[src/isu_pkg.sv]
/*
 Shared constants and types of the serial-bus slave unit: register offsets,
 field positions, reset values and the status carrier.
 Assumes a 32-bit APB master on the system clock.
*/
package isu_pkg;
	// Register byte offsets
	localparam logic [7:0] ISU_CTRL_OFS = 8'h00;
	localparam logic [7:0] ISU_STAT_OFS = 8'h04;
	localparam logic [7:0] ISU_CLR_OFS = 8'h08;
	localparam logic [7:0] ISU_DATA_OFS = 8'h0C;
	localparam logic [7:0] ISU_TXD_OFS = 8'h10;
	// Control field positions
	localparam int ISU_C_EN = 0;
	localparam int ISU_C_MD1 = 1;
	localparam int ISU_C_MD3 = 3;
	localparam int ISU_C_MD4 = 4;
	localparam int ISU_C_MD5 = 5;
	localparam int ISU_C_ACK = 6;
	localparam int ISU_C_DEEP = 7;
	localparam int ISU_C_RESUME = 8;
	localparam int ISU_C_ADDR = 9;
	localparam logic [15:0] ISU_CTRL_RST = 16'h0000;
	// Clear register field positions
	localparam int ISU_K_ACR = 1;
	localparam int ISU_K_ER = 2;
	localparam int ISU_K_FLAGS = 5;
	// Address width and data width
	localparam int ISU_AW = 7;
	localparam int ISU_DW = 8;
	// Status carrier
	typedef struct packed {
		logic released_by_restart_flag;
		logic stop_seen_flag;
		logic data_done_flag;
		logic sleep_match_nack_flag;
		logic address_match_flag;
		logic start_seen_flag;
		logic slave_addressed_flag;
		logic bit_mismatch_error;
		logic ack_level_seen;
		logic transmitting;
	} isu_stat_t;
	localparam isu_stat_t ISU_STAT_RST = '0;
endpackage

[src/isu_slave.sv]
/*
 Slave side of the serial bus unit: bit engine on sampled line levels,
 APB register slave, status flags and wake request.
 Assumes clock and data lines arrive asynchronously and are open drain.
*/
`timescale 1ns/1ps
module isu_slave (
	input wire logic pclk,
	input wire logic presetn,
	input wire logic psel,
	input wire logic penable,
	input wire logic pwrite,
	input wire logic [7:0] paddr,
	input wire logic [31:0] pwdata,
	output logic [31:0] prdata,
	output logic pready,
	output logic pslverr,
	input wire logic serial_clock_line,
	input wire logic serial_data_line,
	output logic scl_out,
	output logic scl_oe,
	output logic sda_out,
	output logic sda_oe,
	output logic irq,
	output logic wake_req
);
	// This engine is bus unit zero; the other units stay master only
	// Bit engine phases
	typedef enum logic [2:0] {ISU_IDLE, ISU_ADDR, ISU_ACK, ISU_WAIT, ISU_DATA}
		isu_phase_t;

	// Two-stage synchronisers for both lines
	logic [1:0] scl_sync_reg, scl_sync_next, sda_sync_reg, sda_sync_next;
	logic scl_d_reg, scl_d_next, sda_d_reg, sda_d_next;
	// Registers and state
	logic [15:0] ctrl_reg, ctrl_next;
	isu_pkg::isu_stat_t stat_reg, stat_next;
	logic [7:0] rxd_reg, rxd_next, txd_reg, txd_next, shf_reg, shf_next;
	logic [3:0] cnt_reg, cnt_next;
	isu_phase_t ph_reg, ph_next;
	logic ackd_reg, ackd_next; // Ack bit being driven
	logic dis_reg, dis_next; // Data output disabled by mismatch
	logic rd_reg, rd_next; // Master reads from us
	logic [31:0] prdata_next;
	logic irq_next, wake_next, scl_oe_next, sda_oe_next;

	logic scl_rise, scl_fall, start_c, stop_c, wr_acc, rd_acc;
	logic [7:0] clr_bits;
	logic deep;
	logic tx_hold; // Keep the data bit while the clock is high

	// Edge and condition detection on synchronised levels only
	always_comb begin
		scl_sync_next = {scl_sync_reg[0], serial_clock_line};
		sda_sync_next = {sda_sync_reg[0], serial_data_line};
		scl_d_next = scl_sync_reg[1];
		sda_d_next = sda_sync_reg[1];
		// Edges compare the second stage with its delayed copy
		scl_rise = scl_sync_reg[1] & ~scl_d_reg;
		scl_fall = ~scl_sync_reg[1] & scl_d_reg;
		// Data moving while the clock stays high marks a start or a stop
		start_c = scl_sync_reg[1] & scl_d_reg & sda_d_reg & ~sda_sync_reg[1];
		stop_c = scl_sync_reg[1] & scl_d_reg & ~sda_d_reg & sda_sync_reg[1];
	end

	// APB decode; one wait-free access phase
	always_comb begin
		wr_acc = psel & penable & pwrite;
		rd_acc = psel & ~penable & ~pwrite;
		clr_bits = (wr_acc && paddr == isu_pkg::ISU_CLR_OFS) ? pwdata[7:0] : 8'h00;
		deep = ctrl_reg[isu_pkg::ISU_C_DEEP];
		ctrl_next = (wr_acc && paddr == isu_pkg::ISU_CTRL_OFS) ? pwdata[15:0] : ctrl_reg;
		txd_next = (wr_acc && paddr == isu_pkg::ISU_TXD_OFS) ? pwdata[7:0] : txd_reg;
		prdata_next = prdata;
		// Read data is captured in setup, so it stands through the access
		// phase and the slave never needs a wait state
		if (rd_acc) begin
			unique case (paddr)
				isu_pkg::ISU_CTRL_OFS: prdata_next = {16'h0000, ctrl_reg};
				isu_pkg::ISU_STAT_OFS: prdata_next = {22'h0, stat_reg};
				isu_pkg::ISU_DATA_OFS: prdata_next = {24'h000000, rxd_reg};
				isu_pkg::ISU_TXD_OFS: prdata_next = {24'h000000, txd_reg};
				default: prdata_next = 32'h00000000;
			endcase
		end
	end

	// Bit engine and status flags; hardware sets win over clears
	always_comb begin
		ph_next = ph_reg;
		cnt_next = cnt_reg;
		shf_next = shf_reg;
		rxd_next = rxd_reg;
		ackd_next = ackd_reg;
		dis_next = dis_reg;
		rd_next = rd_reg;
		stat_next = stat_reg;
		wake_next = 1'b0;
		// Software clears first, events below override
		if (clr_bits[isu_pkg::ISU_K_ER]) begin
			stat_next.bit_mismatch_error = 1'b0;
		end
		if (clr_bits[isu_pkg::ISU_K_ACR]) begin
			stat_next.ack_level_seen = 1'b0;
		end
		if (clr_bits[isu_pkg::ISU_K_FLAGS]) begin
			stat_next.start_seen_flag = 1'b0;
			stat_next.address_match_flag = 1'b0;
			stat_next.sleep_match_nack_flag = 1'b0;
			stat_next.data_done_flag = 1'b0;
			stat_next.stop_seen_flag = 1'b0;
			stat_next.released_by_restart_flag = 1'b0;
		end
		if (!ctrl_reg[isu_pkg::ISU_C_EN]) begin
			ph_next = ISU_IDLE;
		end else if (stop_c) begin
			// Stop ends any transfer
			if (ctrl_reg[isu_pkg::ISU_C_MD4]) begin
				stat_next.stop_seen_flag = 1'b1;
				if (stat_reg.slave_addressed_flag && !ctrl_reg[isu_pkg::ISU_C_MD1]) begin
					stat_next.address_match_flag = 1'b1;
				end
			end
			stat_next.slave_addressed_flag = 1'b0;
			stat_next.transmitting = 1'b0;
			ph_next = ISU_IDLE;
			dis_next = 1'b0;
			ackd_next = 1'b0;
		end else if (start_c) begin
			// Start or restart begins address reception
			if (ctrl_reg[isu_pkg::ISU_C_MD5]) begin
				stat_next.start_seen_flag = 1'b1;
			end
			ph_next = ISU_ADDR;
			cnt_next = 4'h0;
			dis_next = 1'b0;
			ackd_next = 1'b0;
		end else begin
			unique case (ph_reg)
				ISU_IDLE: begin
					ph_next = ISU_IDLE;
				end
				ISU_ADDR: begin
					if (scl_rise) begin
						shf_next = {shf_reg[6:0], sda_sync_reg[1]};
						cnt_next = cnt_reg + 4'h1;
					end
					if (scl_fall && cnt_reg == 4'h8) begin
						if (shf_reg[7:1] == ctrl_reg[isu_pkg::ISU_C_ADDR +: isu_pkg::ISU_AW]) begin
							// Ack level: low normally, high when in deep sleep
							ackd_next = deep;
							rd_next = shf_reg[0];
							wake_next = 1'b1;
							if (deep) begin
								stat_next.sleep_match_nack_flag = 1'b1;
								ph_next = ISU_IDLE;
							end else begin
								stat_next.address_match_flag = 1'b1;
								// Busy from match to stop or to a restart with another address, for firmware to poll
								stat_next.slave_addressed_flag = 1'b1;
								ph_next = ISU_ACK;
							end
						end else begin
							if (stat_reg.slave_addressed_flag && ctrl_reg[isu_pkg::ISU_C_MD3]) begin
								stat_next.released_by_restart_flag = 1'b1;
							end
							stat_next.slave_addressed_flag = 1'b0;
							ph_next = ISU_IDLE;
						end
					end
				end
				ISU_ACK: begin
					// Ack bit clock fall ends the byte
					if (scl_fall) begin
						ackd_next = 1'b0;
						ph_next = ISU_WAIT;
						// Byte reaches software only once the ack bit is over
						if (!rd_reg && cnt_reg == 4'h9) begin
							rxd_next = shf_reg;
						end
						stat_next.transmitting = rd_reg;
						if (stat_reg.slave_addressed_flag && cnt_reg == 4'h9) begin
							stat_next.data_done_flag = 1'b1;
						end
					end
				end
				ISU_WAIT: begin
					// Clock held low until software resumes
					if (ctrl_reg[isu_pkg::ISU_C_RESUME]) begin
						ph_next = ISU_DATA;
						cnt_next = 4'h0;
						shf_next = txd_reg;
						dis_next = 1'b0;
					end
				end
				ISU_DATA: begin
					if (scl_rise) begin
						if (rd_reg && !dis_reg && sda_sync_reg[1] != shf_reg[7]) begin
							stat_next.bit_mismatch_error = 1'b1;
							dis_next = 1'b1;
						end
						shf_next = {shf_reg[6:0], sda_sync_reg[1]};
						cnt_next = cnt_reg + 4'h1;
					end
					if (scl_fall && cnt_reg == 4'h8) begin
						cnt_next = 4'h9;
						ph_next = ISU_ACK;
						if (!rd_reg) begin
							// Received byte: answer with the chosen level
							ackd_next = ctrl_reg[isu_pkg::ISU_C_ACK];
							stat_next.ack_level_seen = ctrl_reg[isu_pkg::ISU_C_ACK];
						end else begin
							// Sent byte: let go so the master can answer
							ackd_next = 1'b1;
						end
					end
				end
				default: ph_next = ISU_IDLE;
			endcase
		end
		// Pin drives: ack low when ack value 0, data bits when reading
		// A data bit changes only while the clock is low; moving it while
		// the clock is high would look like a start or a stop on the bus
		tx_hold = (ph_reg == ISU_DATA) && scl_sync_reg[1];
		sda_oe_next = ((ph_next == ISU_ACK) && !ackd_next) ||
			(ph_next == ISU_DATA && rd_next && !dis_next &&
			(tx_hold ? sda_oe : !shf_next[7]));
		scl_oe_next = (ph_next == ISU_WAIT);
		irq_next = stat_next.start_seen_flag | stat_next.address_match_flag |
			stat_next.sleep_match_nack_flag | stat_next.data_done_flag |
			stat_next.stop_seen_flag | stat_next.released_by_restart_flag;
	end

	// Register update; reset loads constants only
	always_ff @(posedge pclk or negedge presetn) begin
		if (!presetn) begin
			// Lines idle high, so no false edge follows reset
			scl_sync_reg <= 2'h3;
			sda_sync_reg <= 2'h3;
			scl_d_reg <= 1'b1;
			sda_d_reg <= 1'b1;
			ctrl_reg <= isu_pkg::ISU_CTRL_RST;
			stat_reg <= isu_pkg::ISU_STAT_RST;
			rxd_reg <= 8'h00;
			txd_reg <= 8'h00;
			shf_reg <= 8'h00;
			cnt_reg <= 4'h0;
			ph_reg <= ISU_IDLE;
			ackd_reg <= 1'b0;
			dis_reg <= 1'b0;
			rd_reg <= 1'b0;
			// Outputs start released and quiet
			prdata <= 32'h00000000;
			irq <= 1'b0;
			wake_req <= 1'b0;
			scl_oe <= 1'b0;
			sda_oe <= 1'b0;
		end else begin
			// Line samplers
			scl_sync_reg <= scl_sync_next;
			sda_sync_reg <= sda_sync_next;
			scl_d_reg <= scl_d_next;
			sda_d_reg <= sda_d_next;
			ctrl_reg <= ctrl_next;
			stat_reg <= stat_next;
			rxd_reg <= rxd_next;
			txd_reg <= txd_next;
			shf_reg <= shf_next;
			cnt_reg <= cnt_next;
			ph_reg <= ph_next;
			ackd_reg <= ackd_next;
			dis_reg <= dis_next;
			rd_reg <= rd_next;
			// Outputs toward the bus and the pins
			prdata <= prdata_next;
			irq <= irq_next;
			wake_req <= wake_next;
			scl_oe <= scl_oe_next;
			sda_oe <= sda_oe_next;
		end
	end

	// Open-drain lines only ever pull low; fixed-ready APB
	always_comb begin
		scl_out = 1'b0;
		sda_out = 1'b0;
		pready = 1'b1;
		pslverr = 1'b0;
	end

	// Checks
	// Antecedents leave out start, stop and a disabled unit, since those
	// override the phase logic in the same cycle
	chk_mismatch_err: assert property (@(posedge pclk) disable iff (!presetn)
		(ph_reg == ISU_DATA && rd_reg && !dis_reg && scl_rise && !start_c && !stop_c
		&& ctrl_reg[0] && sda_sync_reg[1] != shf_reg[7]) |=> stat_reg.bit_mismatch_error)
		else $error("mismatch not flagged");
	chk_wait_hold: assert property (@(posedge pclk) disable iff (!presetn)
		(ph_reg == ISU_WAIT) |-> scl_oe) else $error("clock not held in wait");
	chk_stop_flag: assert property (@(posedge pclk) disable iff (!presetn)
		(stop_c && ctrl_reg[0] && ctrl_reg[isu_pkg::ISU_C_MD4]) |=> stat_reg.stop_seen_flag)
		else $error("stop flag missing");
	chk_err_clear: assert property (@(posedge pclk) disable iff (!presetn)
		(clr_bits[isu_pkg::ISU_K_ER] && ph_reg != ISU_DATA) |=> !stat_reg.bit_mismatch_error)
		else $error("error not cleared");
	chk_irq_follow: assert property (@(posedge pclk) disable iff (!presetn)
		stat_reg.data_done_flag |-> irq) else $error("irq missing");
	chk_deep_nack: assert property (@(posedge pclk) disable iff (!presetn)
		$rose(stat_reg.sleep_match_nack_flag) |-> !sda_oe && wake_req)
		else $error("deep match acked low");
	chk_start_flag: assert property (@(posedge pclk) disable iff (!presetn)
		(start_c && !stop_c && ctrl_reg[0] && ctrl_reg[isu_pkg::ISU_C_MD5])
		|=> stat_reg.start_seen_flag) else $error("start flag missing");
	chk_wait_entry: assert property (@(posedge pclk) disable iff (!presetn)
		(ph_reg == ISU_ACK && scl_fall && !start_c && !stop_c && ctrl_reg[0])
		|=> ph_reg == ISU_WAIT) else $error("no wait after ack");
	// Own address in normal mode is answered with a low ack
	chk_addr_ack_low: assert property (@(posedge pclk) disable iff (!presetn)
		(ph_reg == ISU_ADDR && scl_fall && cnt_reg == 4'h8 && !start_c && !stop_c && ctrl_reg[0]
		&& !deep && shf_reg[7:1] == ctrl_reg[isu_pkg::ISU_C_ADDR +: isu_pkg::ISU_AW]) |=> sda_oe)
		else $error("address match not acked low");
	// Received byte copied when the ack bit ends
	chk_rx_copy: assert property (@(posedge pclk) disable iff (!presetn)
		(ph_reg == ISU_ACK && scl_fall && !rd_reg && cnt_reg == 4'h9 && !start_c && !stop_c
		&& ctrl_reg[0]) |=> rxd_reg == $past(shf_reg)) else $error("received byte not copied");
	// Ack level sent is recorded in status
	chk_ack_record: assert property (@(posedge pclk) disable iff (!presetn)
		(ph_reg == ISU_DATA && !rd_reg && scl_fall && cnt_reg == 4'h8 && !start_c && !stop_c
		&& ctrl_reg[0]) |=> stat_reg.ack_level_seen == $past(ctrl_reg[isu_pkg::ISU_C_ACK]))
		else $error("ack level not recorded");
	// Wake request is a single-cycle pulse
	chk_wake_pulse: assert property (@(posedge pclk) disable iff (!presetn)
		wake_req |=> !wake_req) else $error("wake request too long");
	cov_match: cover property (@(posedge pclk) $rose(stat_reg.address_match_flag));
	cov_stop: cover property (@(posedge pclk) $rose(stat_reg.stop_seen_flag));
	cov_release: cover property (@(posedge pclk) $rose(stat_reg.released_by_restart_flag));
	cov_sleep: cover property (@(posedge pclk) $rose(stat_reg.sleep_match_nack_flag));
	cov_data: cover property (@(posedge pclk) $rose(stat_reg.data_done_flag));
endmodule

[config.mk]
export PLATFORM = sky130hd
export DESIGN_NAME = isu_slave
export DESIGN_NICKNAME = d
export VERILOG_FILES = /design/src/isu_pkg.sv /design/src/isu_slave.sv
export SDC_FILE = /design/constraint.sdc
export NUM_CORES = 1
export LEC_CHECK = 0
export BUFFER_PORTS_ARGS = -buffer_cell sky130_fd_sc_hd__buf_2
export CAP_MARGIN = 30
export CORE_MARGIN = 2
export CORE_UTILIZATION = 50
export DETAILED_ROUTE_END_ITERATION = 6
export HOLD_SLACK_MARGIN = 0.08
export PLACE_DENSITY = 0.71
export SYNTH_ARGS = -nofsm -noshare
export SYNTH_HDL_FRONTEND = slang
export SYNTH_SLANG_ARGS = --single-unit
[constraint.sdc]
create_clock -name pclk -period 5.9 [get_ports pclk]
set_input_delay 1.18 -clock pclk [delete_from_list [all_inputs] [get_ports pclk]]
set_output_delay 1.18 -clock pclk [all_outputs]
set_load 0.01 [all_outputs]
Word-level counts from Yosys, hierarchy flattened
Cells that the tools add are included.

storage, ports and cells
  bits in registers = 102

cells by class
  add/subtract/negate cells = 1
  eq/ne operators = 20
  muxes and demuxes = 95
  bitwise gates (word level) = 24
  reduce and logical (&&, ||, !) cells = 35

operators by type and width
  kind                                                                    number
  16-bit one-hot mux with 4 select lines                                  1
  1-bit two-way mux                                                       60
  8-bit two-way mux                                                       5
  3-bit two-way mux                                                       9
  4-bit two-way mux                                                       5
  8-bit by 4-bit equality test with 1-bit output (second input constant)  2
  8-bit one-hot mux with 2 select lines                                   1
  1-bit logical AND                                                       15
  2-bit two-way mux                                                       7
  3-bit by 2-bit equality test with 1-bit output (second input constant)  4
  6-bit two-way mux                                                       2
  3-bit one-hot mux with 4 select lines                                   1
  4-bit one-hot mux with 3 select lines                                   1
  6-bit AND reduction                                                     2
  1-bit bitwise AND                                                       11
  10-bit two-way mux                                                      1
  2-bit nonzero test                                                      5
  4-bit equality test (second input constant)                             2
  8-bit by 3-bit equality test with 1-bit output (second input constant)  1
  8-bit by 5-bit equality test with 1-bit output (second input constant)  1
  8-bit logical NOT                                                       1
  1-bit NOT                                                               8
  4-bit AND reduction                                                     2
  7-bit equality test                                                     1
  15 further kinds                                                        27

Longest topological paths before layout
  depth after elaboration = 17
  depth in mapped cells = 8
  gate-level depth less buffers = 7

Worst setup path after synthesis
OpenSTA, ideal clock, no wires.

  path type = input port to flip-flop
  start = input port paddr[1]
  end = register ctrl_reg[10]
  arrival time = 3.040 ns
  slack = 2.735 ns
  stages on the path = 5
  cell sequence = or4_4 > or3_4 > nor4_4 > buf_6 > mux2_2

between the ends
  cells in the longest elaborated chain, start to end = 2

ends and longest elaborated chain
  element               line              RTL
  from (decl)           isu_slave.sv:13   input wire logic [7:0] paddr,
  8-bit logical NOT     isu_slave.sv:72   ctrl_next = (wr_acc && paddr == isu_pkg::ISU_CTRL_OFS) ? pwdata[15:0] : ctrl_reg;
  1-bit logical AND     isu_slave.sv:72
  to (signal assigned)  isu_slave.sv:242  ctrl_reg <= isu_pkg::ISU_CTRL_RST;
  to (signal assigned)  isu_slave.sv:264  ctrl_reg <= ctrl_next;
  to (decl)             isu_slave.sv:36   logic [15:0] ctrl_reg, ctrl_next;

Every way passes these cells.
A chain may end at the register's enable or synchronous reset.

Final worst setup path
  start = input port paddr[1]
  end = register txd_reg[6]

between the ends
  cells in the longest elaborated chain, start to end = 2

ends and longest elaborated chain
  element                                         line              RTL
  8-bit by 5-bit equality test with 1-bit output  isu_slave.sv:73   txd_next = (wr_acc && paddr == isu_pkg::ISU_TXD_OFS) ? pwdata[7:0] : txd_reg;
  1-bit logical AND                               isu_slave.sv:73
  to (signal assigned)                            isu_slave.sv:267  txd_reg <= txd_next;
  to (decl)                                       isu_slave.sv:38   logic [7:0] rxd_reg, rxd_next, txd_reg, txd_next, shf_reg, shf_next;

Every way passes these cells.

==> impl_metrics.xml <==
<?xml version="1.0" encoding="UTF-8"?>
<metrics>
  <group name="timing">
    <metric name="finalHoldViolCount" unit="">0</metric>
    <metric name="hold_ws" unit="ps">361</metric>
    <metric name="finalSetupViolCount" unit="">0</metric>
    <metric name="worst_clock_skew" unit="ps">8.71</metric>
    <metric name="slew_headroom" unit="%">48.4</metric>
    <metric name="period_needed" unit="ps">3140</metric>
    <metric name="timing.final.max_slew_violations" unit="">0</metric>
    <metric name="fin_crit_sh" unit="%">53.3</metric>
    <metric name="tightest_slew" unit="ps">766</metric>
    <metric name="maxClockFrequency" unit="MHz">318</metric>
    <metric name="tns" unit="ps">0</metric>
    <metric name="rsz_0062_raised_after_global_routing" unit="">false</metric>
  </group>
  <group name="synth">
    <metric name="synth_top_area_cell" unit="">dfrtp_1</metric>
    <metric name="asyncSetResetFlopFracSynth" unit="%">100</metric>
    <metric name="synth_top_area_share" unit="%">47.2</metric>
    <metric name="netlist_top_cells_area" unit="">dfrtp_1 47%, mux2_2 8.5%, nand2_1 4.5%</metric>
    <metric name="syn_avg_cell_area" unit="sq um">10.6</metric>
    <metric name="synth_seq_cells" unit="">86</metric>
    <metric name="seq_area_frac_synth" unit="%">50.9</metric>
    <metric name="synthMostInstantiatedCell" unit="">dfrtp_1</metric>
    <metric name="synth.distinct_cells" unit="">57</metric>
    <metric name="yosysWarningCount" unit="">0</metric>
    <metric name="edff_count_synth" unit="">0</metric>
    <metric name="synth_top_cells_by_count" unit="">80 x dfrtp_1, 51 x nand2_1, 32 x mux2_2</metric>
    <metric name="synth_ff_type" unit="">dfrtp_1</metric>
    <metric name="postSynthCellCount" unit="">400</metric>
    <metric name="syn_area" unit="sq mm">0.00424</metric>
  </group>
  <group name="setup_path">
    <metric name="worstSetupStartpointType" unit="">input pin</metric>
    <metric name="path_max_fanout" unit="">9</metric>
    <metric name="ff2ff_setup_slack" unit="ps">3290</metric>
    <metric name="worst_setup_path_end_kind" unit="">register</metric>
    <metric name="worst_r2r_path_depth" unit="">7</metric>
    <metric name="worstPathRequired" unit="ps">6150</metric>
    <metric name="worst-setup-path-type" unit="">input pin to register</metric>
    <metric name="worstReg2RegEnd" unit="">irq</metric>
    <metric name="timing.critical_path.arrival" unit="ps">3400</metric>
    <metric name="reg2reg_from" unit="">scl_sync_reg[1]</metric>
  </group>
  <group name="power">
    <metric name="power.leakage" unit="nW">2.31</metric>
    <metric name="switching_share" unit="%">31.4</metric>
    <metric name="cellInternalPower" unit="W">0.000925</metric>
    <metric name="power.share.combinational" unit="%">16.3</metric>
    <metric name="power.switching" unit="W">0.000423</metric>
    <metric name="clkPwrFrac" unit="%">31.9</metric>
    <metric name="sequential_fraction_of_design_power" unit="%">51.8</metric>
    <metric name="irDropWorstVdd" unit="mV">0.147</metric>
    <metric name="power.density_cell_area" unit="mW/mm^2">285</metric>
    <metric name="totalPowerFinal" unit="W">0.00135</metric>
  </group>
  <group name="layout">
    <metric name="stdcell_area" unit="sq mm">0.00473</metric>
    <metric name="areaGrowthSynthToFinish" unit="%">11.6</metric>
    <metric name="finalCoreUtilization" unit="%">57.6</metric>
    <metric name="area_of_combinational_cells_with_multiple_inputs" unit="sq mm">0.00190</metric>
    <metric name="fillerInstances" unit="">705</metric>
    <metric name="final_net_count" unit="">499</metric>
    <metric name="n_antenna_cell" unit="">0</metric>
    <metric name="register_area" unit="sq mm">0.00216</metric>
    <metric name="final_layout_size_suffix_gt1_share" unit="%">25.8</metric>
  </group>
  <group name="clock_network">
    <metric name="clk_path_buf_depth" unit="">2</metric>
    <metric name="tritoncts" unit="">yes</metric>
    <metric name="clock_insertion_delay_worst_skew" unit="ps">360</metric>
    <metric name="cts.htree.levels" unit="">3</metric>
    <metric name="tritoncts_num_sinks" unit="">86</metric>
    <metric name="tritoncts_buffer_count" unit="">9</metric>
    <metric name="root_buffer" unit="">clkbuf_8</metric>
    <metric name="cts_setup_buffers" unit="">0</metric>
    <metric name="post_cts_resized" unit="">0</metric>
    <metric name="cts_hold_buffers" unit="">0</metric>
    <metric name="clk_pin_slew_worst_paths" unit="ps">90</metric>
  </group>
  <group name="floorplan">
    <metric name="area_of_the_die" unit="sq mm">0.00923</metric>
    <metric name="die_w" unit="microns">96.1</metric>
    <metric name="fp-row-count" unit="">33</metric>
    <metric name="num_io_pins" unit="">87</metric>
    <metric name="effective_utilization_at_floorplan" unit="%">51.6</metric>
    <metric name="core-area" unit="sq mm">0.00822</metric>
    <metric name="chipHeight" unit="microns">96.1</metric>
  </group>
  <group name="drt">
    <metric name="wl_per_cell" unit="microns">17.7</metric>
    <metric name="num_vias" unit="">3288</metric>
    <metric name="drt_pre_antenna_iters" unit="">5</metric>
    <metric name="routed_via_density" unit="">5.88</metric>
    <metric name="route.antenna.remaining_nets" unit="">0</metric>
    <metric name="detailedRoute.firstIterationViolations" unit="">274</metric>
    <metric name="drcViolationCount" unit="">0</metric>
    <metric name="drt-total-wl" unit="microns">9900</metric>
  </group>
  <group name="place">
    <metric name="placedInstanceArea" unit="sq mm">0.00452</metric>
    <metric name="globalplace.congestion" unit="">0.918</metric>
    <metric name="count_of_buffers_inserted_at_the_top_level_ports" unit="">50</metric>
    <metric name="post_dp_hpwl" unit="microns">7310</metric>
  </group>
  <group name="global_routing">
    <metric name="grt_antenna_before_repair" unit="">0</metric>
    <metric name="grt_pass1_vias" unit="">3153</metric>
    <metric name="all_layer_gr_usage" unit="%">23.4</metric>
    <metric name="globalRoute.totalOverflow" unit="">0</metric>
    <metric name="grt_pass1_wl" unit="microns">16200</metric>
    <metric name="grt_max_degree" unit="">61</metric>
  </group>
  <group name="outcome">
    <metric name="result_of_the_run" unit="">complete, no violations</metric>
  </group>
  <group name="min_path">
    <metric name="worst_hold_startpoint" unit="">scl_sync_reg[0]</metric>
    <metric name="min_delay_endpoint" unit="">scl_sync_reg[1]</metric>
    <metric name="hold_depth" unit="">0</metric>
    <metric name="worst_hold_path_type" unit="">register to register</metric>
  </group>
  <group name="flow_run">
    <metric name="maxCapViolations" unit="">0</metric>
  </group>
</metrics>
==> critical path: stages <==
cell	delay, ps
buf_2	90
or4_4	540
nor2_1	130
and3_1	370
nor2b_1	660
mux2_2	420
==> power groups by stage <==
stage               Sequential (W)  Combinational [W]  Clock, W
detailed placement        0.000706           0.000217         0
CTS                       0.000696           0.000218  0.000437
global placement          0.000705           0.000207         0
finish                    0.000698           0.000219  0.000430
global route              0.000705           0.000248  0.000464
floorplan                 0.000679           0.000166         0
==> stage by stage <==
step | std cells | setup slack, ps
detailed placement | 543 | 2350
global route | 559 | 2600
CTS | 559 | 2740
floorplan | 418 | 2740
global placement | 542 | 2370
finish | 559 | 2760
==> per-layer routing <==
layer,track usage (%),wire length [microns]
met5,0,0
met4,8.45,192
met3,4.78,663
met2,35.9,4590
met1,32.9,4450
==> layout make-up <==
cell class / instances / share of cell area, %
Inverter: 9 / 0.714
Sequential cell: 86 / 45.7
Clock buffer: 10 / 2.91
Tap cell: 105 / 2.78
Clock inverter: 6 / 1.43
Timing Repair Buffer: 53 / 6.24
Multi-Input combinational cell: 290 / 40.3
==> worst max path at each step <==
stage	startpoint	slack (ps)	endpoint
floorplan	paddr[1]	2740	ctrl_reg[10]
global placement	paddr[1]	2370	txd_reg[7]
global route	paddr[1]	2600	txd_reg[6]
finish	paddr[1]	2760	txd_reg[6]
detailed placement	paddr[1]	2350	txd_reg[6]
CTS	paddr[1]	2740	txd_reg[6]
==> cells in the final DEF (no fill, tap or decap), types with 8 or more instances in the layout <==
master and count:
dfrtp_1 80, buf_2 49, inv_1 9, a22o_1 12, nor3_1 8, nor2_1 14
o21ai_0 26, xor2_1 8, nand2_1 51, clkbuf_8 10, a221oi_1 8, conb_1 20
a22oi_1 9, a21oi_1 8, nand3_1 15, nor2b_1 8, mux2_2 32
==> cells by family after synthesis <==
kind of cell | synth area share [%]
compound gates | 15.4
fa+ha+maj | 0.886
xor+xnor | 1.86
simple gates | 16.5
flops | 50.9
buf+inv | 5.73
mux | 8.50
other cells | 0.177
Note: power is estimated with default switching activity, not from simulation.
